File: config.mk
export PLATFORM = sky130hd
export DESIGN_NAME = sld_top
export DESIGN_NICKNAME = d
export VERILOG_FILES = /design/src/common/sld_pkg.sv /design/src/rtl/sld_top.sv
export SDC_FILE = /design/constraint.sdc
export NUM_CORES = 2
export LEC_CHECK = 0
export BUFFER_PORTS_ARGS = -buffer_cell sky130_fd_sc_hd__buf_2
export CAP_MARGIN = 20
export CELL_PAD_IN_SITES_DETAIL_PLACEMENT = 2
export CELL_PAD_IN_SITES_GLOBAL_PLACEMENT = 2
export CORE_MARGIN = 2
export CORE_UTILIZATION = 40
export DETAILED_ROUTE_END_ITERATION = 8
export PLACE_DENSITY_LB_ADDON = 0.1
export SLEW_MARGIN = 20
export SYNTH_ARGS = -nofsm -noshare
export SYNTH_HDL_FRONTEND = slang
export SYNTH_SLANG_ARGS = --single-unit
File: constraint.sdc
create_clock -name clk_i -period 7.3 [get_ports clk_i]
set_input_delay 1.46 -clock clk_i [delete_from_list [all_inputs] [get_ports clk_i]]
set_output_delay 1.46 -clock clk_i [all_outputs]
set_load 0.05 [all_outputs]
File: src/common/sld_pkg.sv
// Purpose: Constants for the segment LCD driver block
// Assumes: Wishbone word addressing, 32-bit data, 8-bit registers in low bits
// Notes: Register map, field positions, reset values and scan constants
package sld_pkg;

  // ----------------------------------------------------------------
  // Sizes
  // ----------------------------------------------------------------
  localparam int SLD_NUM_COMMONS = 8;
  localparam int SLD_NUM_SEGS = 46;
  localparam int SLD_NUM_SEG_REGS = 6;
  localparam int SLD_NUM_PIX_REGS = 48;
  localparam int SLD_SEG_COUNTS = 32;
  localparam logic [4:0] SLD_LAST_COUNT = 5'h1F;
  localparam int SLD_SHARED_SEG = 45;

  // ----------------------------------------------------------------
  // Word addresses (byte address = 4 * word)
  // ----------------------------------------------------------------
  localparam logic [9:0] SLD_A_CONTROL = 10'h000;
  localparam logic [9:0] SLD_A_PHASE = 10'h001;
  localparam logic [9:0] SLD_A_VCON1 = 10'h002;
  localparam logic [9:0] SLD_A_VCON2 = 10'h003;
  localparam logic [9:0] SLD_A_LADDER = 10'h004;
  localparam logic [9:0] SLD_A_CONTRAST = 10'h005;
  localparam logic [9:0] SLD_A_STATUS = 10'h006;
  localparam logic [9:0] SLD_A_SEG_BASE = 10'h010;
  localparam logic [9:0] SLD_A_PIX_BASE = 10'h040;

  // ----------------------------------------------------------------
  // Control register fields
  // ----------------------------------------------------------------
  localparam int SLD_CTL_ON = 7;
  localparam int SLD_CTL_SLEEP = 6;
  localparam int SLD_CTL_CLKSEL = 5;
  localparam int SLD_CTL_BIAS_HI = 4;
  localparam int SLD_CTL_BIAS_LO = 3;
  localparam int SLD_CTL_COM_HI = 2;

  // Phase register fields
  localparam int SLD_PS_TYPEB = 7;
  localparam int SLD_PS_RATIO_HI = 3;

  // Ladder register fields
  localparam int SLD_RL_REF_EN = 7;
  localparam int SLD_RL_WIN_HI = 2;

  // Unimplemented top bits of the last register of each group
  localparam logic [7:0] SLD_LAST_MASK = 8'h3F;
  localparam logic [7:0] SLD_REG_RESET = 8'h00;

  // ----------------------------------------------------------------
  // Bias encodings
  // ----------------------------------------------------------------
  localparam logic [1:0] SLD_BIAS_STATIC = 2'h0;
  localparam logic [1:0] SLD_BIAS_HALF = 2'h1;
  localparam logic [1:0] SLD_BIAS_THIRD = 2'h2;

  typedef enum logic [1:0] {SLD_SRC_CRYSTAL, SLD_SRC_INTERNAL} sld_src_t;

endpackage

File: src/rtl/sld_top.sv
// Purpose: Segment LCD driver with Wishbone register slave and scan timing
// Assumes: One clock; oscillator ticks arrive asynchronously and are synchronised
// Notes: Analog bias, ladders and pump are driven only through control outputs
`timescale 1ns/1ns
module sld_top
  import sld_pkg::*;
(
  // Clock and reset
  input wire logic clk_i,
  input wire logic rst_i,
  // Wishbone slave
  input wire logic wb_cyc_i,
  input wire logic wb_stb_i,
  input wire logic wb_we_i,
  input wire logic [11:0] wb_adr_i,
  input wire logic [3:0] wb_sel_i,
  input wire logic [31:0] wb_dat_i,
  output logic [31:0] wb_dat_o,
  output logic wb_ack_o,
  // Clock sources and system state
  input wire logic secondary_crystal_osc_i,
  input wire logic low_freq_internal_osc_i,
  input wire logic cpu_sleep_i,
  // Panel drive
  output logic [7:0] backplane_line_o,
  output logic [45:0] frontplane_line_o,
  output logic [45:0] seg_pin_owner_o,
  output logic drive_polarity_o,
  output logic [1:0] bias_sel_o,
  output logic waveform_type_b_o,
  // Analog control
  output logic module_active_flag_o,
  output logic bias_ref_en_o,
  output logic ladder_high_power_o,
  output logic [7:0] voltage_control_1_o,
  output logic [7:0] voltage_control_2_o,
  output logic [7:0] contrast_control_o
);

  // ----------------------------------------------------------------
  // Functions
  // ----------------------------------------------------------------
  function automatic logic [5:0] pix_index(input logic [2:0] backplane_line, input int frontplane_line);
    pix_index = 6'((int'(backplane_line) * SLD_NUM_SEG_REGS) + (frontplane_line / 8));
  endfunction

  function automatic logic [7:0] last_mask(input logic is_last, input logic [7:0] val);
    last_mask = is_last ? (val & SLD_LAST_MASK) : val;
  endfunction

  // ----------------------------------------------------------------
  // Register storage
  // ----------------------------------------------------------------
  logic [7:0] control_q;
  logic [7:0] phase_prescale_reg_q;
  logic [7:0] vcon1_q;
  logic [7:0] vcon2_q;
  logic [7:0] ladder_power_control_q;
  logic [7:0] contrast_q;
  logic [7:0] seg_en_q [SLD_NUM_SEG_REGS];
  logic [7:0] pix_q [SLD_NUM_PIX_REGS];

  logic req;
  logic wr_en;
  logic [9:0] word;
  logic [9:0] seg_off;
  logic [9:0] pix_off;
  logic seg_hit;
  logic pix_hit;
  logic [7:0] wdat;
  logic [7:0] rdat;

  logic [2:0] com_sel;
  logic [2:0] com_last;
  logic running;
  logic active_q;
  logic [1:0] bias_eff;

  assign req = wb_cyc_i && wb_stb_i && !wb_ack_o;
  assign wr_en = req && wb_we_i && wb_sel_i[0];
  assign word = wb_adr_i[11:2];
  assign seg_off = word - SLD_A_SEG_BASE;
  assign pix_off = word - SLD_A_PIX_BASE;
  assign seg_hit = (word >= SLD_A_SEG_BASE) && (seg_off < 10'(SLD_NUM_SEG_REGS));
  assign pix_hit = (word >= SLD_A_PIX_BASE) && (pix_off < 10'(SLD_NUM_PIX_REGS));
  assign wdat = wb_dat_i[7:0];
  assign com_sel = control_q[SLD_CTL_COM_HI:0];
  assign com_last = com_sel;

  // ----------------------------------------------------------------
  // Wishbone answer
  // ----------------------------------------------------------------
  always_ff @(posedge clk_i)
  begin
    if (rst_i)
      wb_ack_o <= 1'b0;
    else
      wb_ack_o <= req;
  end

  always_comb
  begin
    rdat = 8'h00;
    if (seg_hit)
      rdat = seg_en_q[seg_off[2:0]];
    else if (pix_hit)
      rdat = pix_q[pix_off[5:0]];
    else
    begin
      case (word)
        SLD_A_CONTROL: rdat = control_q;
        SLD_A_PHASE: rdat = phase_prescale_reg_q;
        SLD_A_VCON1: rdat = vcon1_q;
        SLD_A_VCON2: rdat = vcon2_q;
        SLD_A_LADDER: rdat = ladder_power_control_q;
        SLD_A_CONTRAST: rdat = contrast_q;
        SLD_A_STATUS: rdat = {7'h00, active_q};
        default: rdat = 8'h00;
      endcase
    end
  end

  always_ff @(posedge clk_i)
  begin
    if (rst_i)
      wb_dat_o <= 32'h0000_0000;
    else if (req)
      wb_dat_o <= {24'h000000, rdat};
  end

  // ----------------------------------------------------------------
  // Control registers
  // ----------------------------------------------------------------
  always_ff @(posedge clk_i)
  begin
    if (rst_i)
    begin
      control_q <= SLD_REG_RESET;
      phase_prescale_reg_q <= SLD_REG_RESET;
      vcon1_q <= SLD_REG_RESET;
      vcon2_q <= SLD_REG_RESET;
      ladder_power_control_q <= SLD_REG_RESET;
      contrast_q <= SLD_REG_RESET;
    end
    else if (wr_en)
    begin
      case (word)
        SLD_A_CONTROL: control_q <= wdat;
        SLD_A_PHASE: phase_prescale_reg_q <= wdat;
        SLD_A_VCON1: vcon1_q <= wdat;
        SLD_A_VCON2: vcon2_q <= wdat;
        SLD_A_LADDER: ladder_power_control_q <= wdat;
        SLD_A_CONTRAST: contrast_q <= wdat;
        default: control_q <= control_q;
      endcase
    end
  end

  // ----------------------------------------------------------------
  // Segment enables and pixel memory
  // ----------------------------------------------------------------
  always_ff @(posedge clk_i)
  begin
    if (rst_i)
    begin
      for (int i = 0; i < SLD_NUM_SEG_REGS; i++)
        seg_en_q[i] <= SLD_REG_RESET;
    end
    else if (wr_en && seg_hit)
      seg_en_q[seg_off[2:0]] <= last_mask(seg_off[2:0] == 3'h5, wdat);
  end

  always_ff @(posedge clk_i)
  begin
    if (rst_i)
    begin
      for (int i = 0; i < SLD_NUM_PIX_REGS; i++)
        pix_q[i] <= SLD_REG_RESET;
    end
    else if (wr_en && pix_hit)
      pix_q[pix_off[5:0]] <= last_mask((pix_off % 10'h006) == 10'h005, wdat);
  end

  // ----------------------------------------------------------------
  // Clock source synchronisers and selection
  // ----------------------------------------------------------------
  logic [1:0] xtal_sync_q;
  logic [1:0] intosc_sync_q;
  logic src_prev_q;
  logic src_level;
  logic src_edge;
  sld_src_t src_sel;

  always_ff @(posedge clk_i)
  begin
    if (rst_i)
    begin
      xtal_sync_q <= 2'h0;
      intosc_sync_q <= 2'h0;
    end
    else
    begin
      xtal_sync_q <= {xtal_sync_q[0], secondary_crystal_osc_i};
      intosc_sync_q <= {intosc_sync_q[0], low_freq_internal_osc_i};
    end
  end

  assign src_sel = control_q[SLD_CTL_CLKSEL] ? SLD_SRC_INTERNAL : SLD_SRC_CRYSTAL;

  always_comb
  begin
    case (src_sel)
      SLD_SRC_CRYSTAL: src_level = xtal_sync_q[1];
      SLD_SRC_INTERNAL: src_level = intosc_sync_q[1];
      default: src_level = 1'b0;
    endcase
  end

  always_ff @(posedge clk_i)
  begin
    if (rst_i)
      src_prev_q <= 1'b0;
    else
      src_prev_q <= src_level;
  end

  assign src_edge = src_level && !src_prev_q;

  // ----------------------------------------------------------------
  // Run state and prescaler
  // ----------------------------------------------------------------
  assign running = control_q[SLD_CTL_ON] && !(control_q[SLD_CTL_SLEEP] && cpu_sleep_i);

  always_ff @(posedge clk_i)
  begin
    if (rst_i)
      active_q <= 1'b0;
    else
      active_q <= running;
  end

  logic [3:0] presc_q;
  logic count_tick;

  assign count_tick = active_q && src_edge &&
    (presc_q == phase_prescale_reg_q[SLD_PS_RATIO_HI:0]);

  always_ff @(posedge clk_i)
  begin
    if (rst_i || !active_q)
      presc_q <= 4'h0;
    else if (src_edge)
      presc_q <= count_tick ? 4'h0 : presc_q + 4'h1;
  end

  // ----------------------------------------------------------------
  // Segment-time counter and common scan
  // ----------------------------------------------------------------
  logic [4:0] count_q;
  logic [2:0] com_q;
  logic half_q;
  logic pol_q;
  logic seg_end;
  logic type_b;

  assign type_b = phase_prescale_reg_q[SLD_PS_TYPEB];
  assign seg_end = count_tick && (count_q == SLD_LAST_COUNT);

  always_ff @(posedge clk_i)
  begin
    if (rst_i || !active_q)
      count_q <= 5'h00;
    else if (count_tick)
      count_q <= count_q + 5'h01;
  end

  always_ff @(posedge clk_i)
  begin
    if (rst_i || !active_q)
    begin
      com_q <= 3'h0;
      half_q <= 1'b0;
      pol_q <= 1'b0;
    end
    else if (seg_end)
    begin
      if (!type_b)
      begin
        half_q <= !half_q;
        pol_q <= !half_q;
        if (half_q)
          com_q <= (com_q >= com_last) ? 3'h0 : com_q + 3'h1;
      end
      else
      begin
        com_q <= (com_q >= com_last) ? 3'h0 : com_q + 3'h1;
        if (com_q >= com_last)
          pol_q <= !pol_q;
      end
    end
  end

  // ----------------------------------------------------------------
  // Bias selection
  // ----------------------------------------------------------------
  always_comb
  begin
    bias_eff = SLD_BIAS_STATIC;
    if (com_sel == 3'h1 && control_q[SLD_CTL_BIAS_HI:SLD_CTL_BIAS_LO] == SLD_BIAS_HALF)
      bias_eff = SLD_BIAS_HALF;
    else if (com_sel >= 3'h2 &&
             control_q[SLD_CTL_BIAS_HI:SLD_CTL_BIAS_LO] == SLD_BIAS_THIRD)
      bias_eff = SLD_BIAS_THIRD;
  end

  // ----------------------------------------------------------------
  // Panel outputs
  // ----------------------------------------------------------------
  logic [45:0] seg_own;
  logic [45:0] seg_dark;

  always_comb
  begin
    for (int s = 0; s < SLD_NUM_SEGS; s++)
    begin
      seg_own[s] = seg_en_q[s / 8][s % 8];
      seg_dark[s] = pix_q[pix_index(com_q, s)][s % 8];
    end
    if (com_sel == 3'h7 || com_q == 3'h7)
      seg_own[SLD_SHARED_SEG] = 1'b0;
  end

  always_ff @(posedge clk_i)
  begin
    if (rst_i)
    begin
      backplane_line_o <= 8'h00;
      frontplane_line_o <= 46'h0;
      seg_pin_owner_o <= 46'h0;
      drive_polarity_o <= 1'b0;
    end
    else
    begin
      seg_pin_owner_o <= seg_own;
      drive_polarity_o <= active_q && pol_q;
      backplane_line_o <= active_q ? (8'h01 << com_q) : 8'h00;
      frontplane_line_o <= active_q ? (seg_dark & seg_own) : 46'h0;
    end
  end

  always_ff @(posedge clk_i)
  begin
    if (rst_i)
    begin
      bias_sel_o <= SLD_BIAS_STATIC;
      waveform_type_b_o <= 1'b0;
      module_active_flag_o <= 1'b0;
      bias_ref_en_o <= 1'b0;
      ladder_high_power_o <= 1'b0;
      voltage_control_1_o <= SLD_REG_RESET;
      voltage_control_2_o <= SLD_REG_RESET;
      contrast_control_o <= SLD_REG_RESET;
    end
    else
    begin
      bias_sel_o <= bias_eff;
      waveform_type_b_o <= type_b;
      module_active_flag_o <= active_q;
      bias_ref_en_o <= active_q && ladder_power_control_q[SLD_RL_REF_EN];
      ladder_high_power_o <= active_q &&
        (count_q < {2'h0, ladder_power_control_q[SLD_RL_WIN_HI:0]});
      voltage_control_1_o <= vcon1_q;
      voltage_control_2_o <= vcon2_q;
      contrast_control_o <= contrast_q;
    end
  end

endmodule // sld_top

# --- Word-level counts from Yosys, hierarchy flattened ---
# Memory sizes are Yosys's and may differ from the RTL's.
# Cells that the tools add are included.
classes:
  addsub: 10
  multipliers: 1
  n_div: 1
  n_lt_le_gt_ge: 7
  eq_ne: 17
  shift: 1
  muxes: 30
  bitwise_logic: 3
  n_reduce_logical: 43
ops:
  columns: ["cell", "count"]
  rows:
  - ["one-hot mux 8 bit (7 select lines)", 1]
  - ["two-way mux 8 bit", 6]
  - ["AND 46 bit", 1]
  - ["== test 10 x 3 -> 1 bit, second input constant", 4]
  - ["== test 10 x 2 -> 1 bit, second input constant", 2]
  - ["logical AND 1 bit", 19]
  - ["adder 6 x 3 -> 6 bit, second input constant", 3]
  - ["AND reduction 2 bit", 9]
  - ["OR reduction 8 bit", 2]
  - ["two-way mux 1 bit", 15]
  - ["two-way mux 3 bit", 4]
  - ["== test 10 x 1 -> 1 bit, second input constant", 1]
  - [">= comparator 10 x 5 -> 1 bit, second input constant", 1]
  - [">= comparator 10 x 7 -> 1 bit, second input constant", 1]
  - ["zero test 10 bit", 1]
  - ["less-than comparator 10 x 3 -> 1 bit, second input constant", 1]
  - ["less-than comparator 10 x 6 -> 1 bit, second input constant", 1]
  - ["modulo 10 x 3 -> 10 bit, second input constant", 1]
  - ["subtractor 10 x 5 -> 10 bit, second input constant", 1]
  - ["subtractor 10 x 7 -> 10 bit, second input constant", 1]
  - ["== test 3 bit, second input constant", 3]
  - ["left shift 1 x 3 -> 8 bit, first input constant", 1]
  - ["adder 6 x 2 -> 6 bit, second input constant", 1]
  - ["adder 6 x 4 -> 6 bit, second input constant", 1]
  - ["24 further kinds", 32]
word_totals:
  regBits: 208
  mem_bits_rw: 432
  in_bits: 56
  output_inout_bits: 164
  elab_cells: 145
  mem_count: 2
memory_table:
  columns: ["name", "words", "word_bits", "read_ports", "rd_clocked_by_memory_dff", "wr", "line", "rtl"]
  rows:
  - ["pix_q", 48, 8, 7, 0, 48, "sld_top.sv:61", "logic [7:0] pix_q [SLD_NUM_PIX_REGS];"]
  - ["seg_en_q", 6, 8, 7, 0, 6, "sld_top.sv:60", "logic [7:0] seg_en_q [SLD_NUM_SEG_REGS];"]

# --- Logic depth before layout (Yosys ltp) ---
depth:
  ltp_word: 10
  mapped_depth: 17
  ltp_nobuf: 14

# --- Worst setup path after synthesis ---
# OpenSTA, ideal clock, no wires.
synth_path:
  kind: "input -> register"
  from: "in wb_adr_i[8]"
  to: "mem pix_q[48][6] (data pin)"
  setup_ns: 0.336
  arrival_ns: 4.879
  t_required_ns: 6.964
  setup_slack_ns: 2.085
  path_stages: 15
  path_buffers: 2
  path_cell_list: "buf_4 -> inv_1 -> ha_1 -> clkbuf_1 -> o22ai_1 -> o31ai_2 -> a221oi_1 -> a211oi_1 -> o221ai_1 -> mux2_4 -> ha_1 -> nand2_1 -> o31ai_2 -> o2bb2ai_2 -> a21boi_0"
synth_rtl:
  columns: ["item", "line", "rtl"]
  rows:
  - ["start: declaration", "sld_top.sv:15", "input wire logic [11:0] wb_adr_i,"]
  - ["end: declaration", "sld_top.sv:61", null]

==> results.json <==
{
  "holdWs_ns": 0.459,
  "setup_viol": 0,
  "ff2ff_setup_slack_ns": 2.12,
  "cts_buffer_depth": 3,
  "multi_input_area_mm2": 0.0224,
  "worstPathMaxFanout": 24,
  "crit_start": "wb_adr_i[8]",
  "fin_skew_ns": 0.0275,
  "rsz0062_at_grt": "no",
  "route.detailed.drc": 0,
  "status": "completed",
  "cp_slowest_cell": "nand3_2",
  "cts_resized": 0,
  "drt_first_pass_iters": 7,
  "dpl_cell_area_mm2": 0.0475,
  "worstSetupPathType": "in -> reg",
  "clockRootBuffer": "clkbuf_16",
  "fill_cells": 10500,
  "cp_slowest_stage_delay_ns": 0.69,
  "grt-ovfl-total": 0,
  "yosys_warnings": 0,
  "num_vias": 31200,
  "hold_path_class": "reg -> reg",
  "required_ns": 7.72,
  "max_freq_ghz": 0.170,
  "yosysSeqAreaShare_pct": 47.8,
  "r2r_cells": 8,
  "cts_tree": "done",
  "drv_cap": 0,
  "initial_core_util_pct": 40.4,
  "crit_chain": "buf_2, inv_1, ha_1, or4b_1, o31ai_1, a32oi_2, and2_4, a211oi_1, o221ai_1, mux2_4, ha_1, nand2_1, o31ai_2, nand3_2, and3_1",
  "sequential_cell_area_mm2": 0.0215,
  "nNetsFinal": 3230,
  "die_h_um": 339,
  "period_share_pct": 80.6,
  "final_max_slew_viol_count": 0,
  "rows": 122,
  "cpMostUsedCell": "ha_1",
  "dieArea_mm2": 0.115,
  "dieWidth_um": 339,
  "grt_max_degree": 152,
  "antenna_found_initial": 26,
  "cts.htree.levels": 3,
  "first_iter_violations": 4270,
  "io-pin-count": 220,
  "wl_um": 183000,
  "wl_per_cell_um": 38.9,
  "synth_area_mm2": 0.0449,
  "cts_made_buffers": 93,
  "p_leak_uw": 0.0170,
  "antenna_left": 0,
  "fin_util_pct": 45.6,
  "ys_ff_latch": 784,
  "synthCells": 3028,
  "r2r-end": "frontplane_line_o[23]",
  "final.min_clock_period_ns": 5.88,
  "gp_congestion": 0.954,
  "dp_hpwl_um": 132000,
  "end_kind": "flip-flop",
  "postCtsSetupBuffers": 0,
  "worst_pin_slew_ns": 1.07,
  "syn_area_per_cell_um2": 14.8,
  "grt_pass1_vias": 31500,
  "clk_pin_slew_worst_paths_ns": 0.06,
  "final_cell_area_mm2": 0.0506,
  "ys_async_sr_fraction_pct": 0,
  "max-slew-margin-rel_pct": 28.6,
  "syn2layout_area_growth_pct": 12.9,
  "synth_flop_cell": "edfxtp_1",
  "layout-drive-gt1-share_pct": 36.1,
  "core_area_mm2": 0.111,
  "cts_sinks": 784,
  "powerDensity_mw_per_mm2": 212,
  "grt_pass1_wl_um": 257000,
  "via_per_inst": 6.60,
  "setup-tns-final_ns": 0,
  "synth_cell_types": 71,
  "hold_violations": 0,
  "peakVddDrop_uv": 166,
  "grt.total_usage_pct": 31.8,
  "insertion_delay_ns": 0.70,
  "portBuffers": 166,
  "crit_path_end": "pix_q[45][6]",
  "cp.arrival_ns": 6.31,
  "reg2reg_from": "com_q[0]",
  "cts_hold_buf": 0,
  "worstSetupStartpointType": "input pin",
  "synth_edf_count": 576
}
## placed cells by master, fill, tap and decap left out, types with 23 or more instances in the layout
cell type	n
mux4_2	644
conb_1	40
and3_1	35
o21ai_0	31
buf_4	113
buf_2	162
or2_2	52
clkbuf_16	96
clkbuf_1	23
dfxtp_1	207
nor2b_1	79
edfxtp_1	576
mux2i_1	50
a21oi_1	82
nand3_1	77
nand2_1	173
nor2_1	175
and2_1	346
## registers in the layout, summed over array words and instances, names as in the netlist, 46 cells and up
signal / cells
frontplane_line_o: 46
seg_pin_owner_o: 46
seg_en_q: 64
pix_q: 512
## area by class of cell
class	instances	area share (%)
tap	1488	3.68
antenna	2	0.00988
sequential	784	42.4
timing repair buffer	283	3.57
inverter	23	0.170
multi-input combinational	1968	44.1
clock inverter	46	0.961
clock buffer	125	5.08
## Yosys cell counts (3+ instances only)
master / count / area [µm²]
a211oi_1: 4 / 30.0
a21boi_0: 5 / 37.5
a21oi_1: 83 / 415
a21oi_2: 20 / 175
a222oi_1: 7 / 70.1
a22oi_1: 7 / 52.6
a31oi_1: 3 / 18.8
and2_1: 346 / 2160
and3_1: 36 / 225
buf_1: 39 / 146
buf_2: 18 / 90.1
buf_4: 25 / 188
buf_6: 3 / 33.8
clkbuf_1: 207 / 777
dfxtp_1: 208 / 4160
edfxtp_1: 576 / 17300
ha_1: 20 / 250
inv_1: 22 / 82.6
mux2_2: 8 / 90.1
mux2i_1: 50 / 500
mux4_2: 644 / 14500
nand2_1: 173 / 649
nand2b_1: 10 / 62.6
nand3_1: 77 / 385
nand3b_1: 4 / 30.0
nand4_1: 3 / 18.8
nor2_1: 175 / 657
nor2b_1: 79 / 494
nor3_1: 12 / 60.1
nor3b_1: 7 / 52.6
o21ai_0: 31 / 155
o21bai_1: 7 / 52.6
or2_2: 52 / 325
or3_1: 8 / 50.1
or4_1: 3 / 22.5
xnor2_1: 7 / 61.3
xor2_1: 8 / 70.1
## cells by family (layout without fill, tap and decap cells)
logic type               count (synthesis)  count (layout)  synth area share (%)
other                                    1              42               0.00836
AO/OA/AOI/OAI                          190             190                  2.74
AND/OR/NAND/NOR                        997             997                  11.8
adder cells (fa/ha/maj)                 21              21                 0.602
flip-flops                             784             784                  47.8
XOR/XNOR                                17              17                 0.365
buffers and inverters                  315             477                  2.95
multiplexers                           703             703                  33.7
## metal layers
| layer | up-vias | track usage (%) | wire length (µm) |
|---|---|---|---|
| met2 | 1838 | 48.6 | 83400 |
| met3 | 295 | 6.78 | 17500 |
| met5 | - | 0 | 13 |
| li1 | 12100 | - | - |
| met1 | 16900 | 44.2 | 73500 |
| met4 | 2 | 13.4 | 8950 |
## worst max-delay path: cells and delay by family
| kind | cells | cell delay (ns) |
|---|---|---|
| AND/OR/NAND/NOR | 5 | 2.01 |
| AO/OA/AOI/OAI | 5 | 1.19 |
| adder cells (fa/ha/maj) | 2 | 0.86 |
| buffers and inverters | 2 | 0.40 |
| multiplexers | 1 | 0.32 |
## metrics by stage
step	total power, µW	std cells	setup slack (ns)
2_1_floorplan	5610	3067	2.09
3_5_place_dp	6030	4545	0.865
4_1_cts	10800	4716	1.61
5_1_grt	11000	4717	1.33
6_report	10700	4719	1.42
3_3_place_gp	6000	4545	1.07
## worst min-delay path by stage
stage,from,endpoint,slack (ns),cells past startpoint
after global placement,intosc_sync_q[0],intosc_sync_q[1],0.43,1
after floorplan,intosc_sync_q[0],intosc_sync_q[1],0.41,1
final,xtal_sync_q[0],xtal_sync_q[1],0.46,1
after detailed placement,ladder_power_control_q[5],ladder_power_control_q[5],0.45,2
after global routing,xtal_sync_q[0],xtal_sync_q[1],0.48,1
after CTS,control_q[7],active_q,0.46,2
## power by group
| group | leakage [µW] | internal (µW) | switching (µW) |
|---|---|---|---|
| combinational | 0.00816 | 329 | 634 |
| clock | 0.00150 | 2760 | 2010 |
| sequential | 0.00737 | 4880 | 113 |
(Power assumes the default switching activity.)
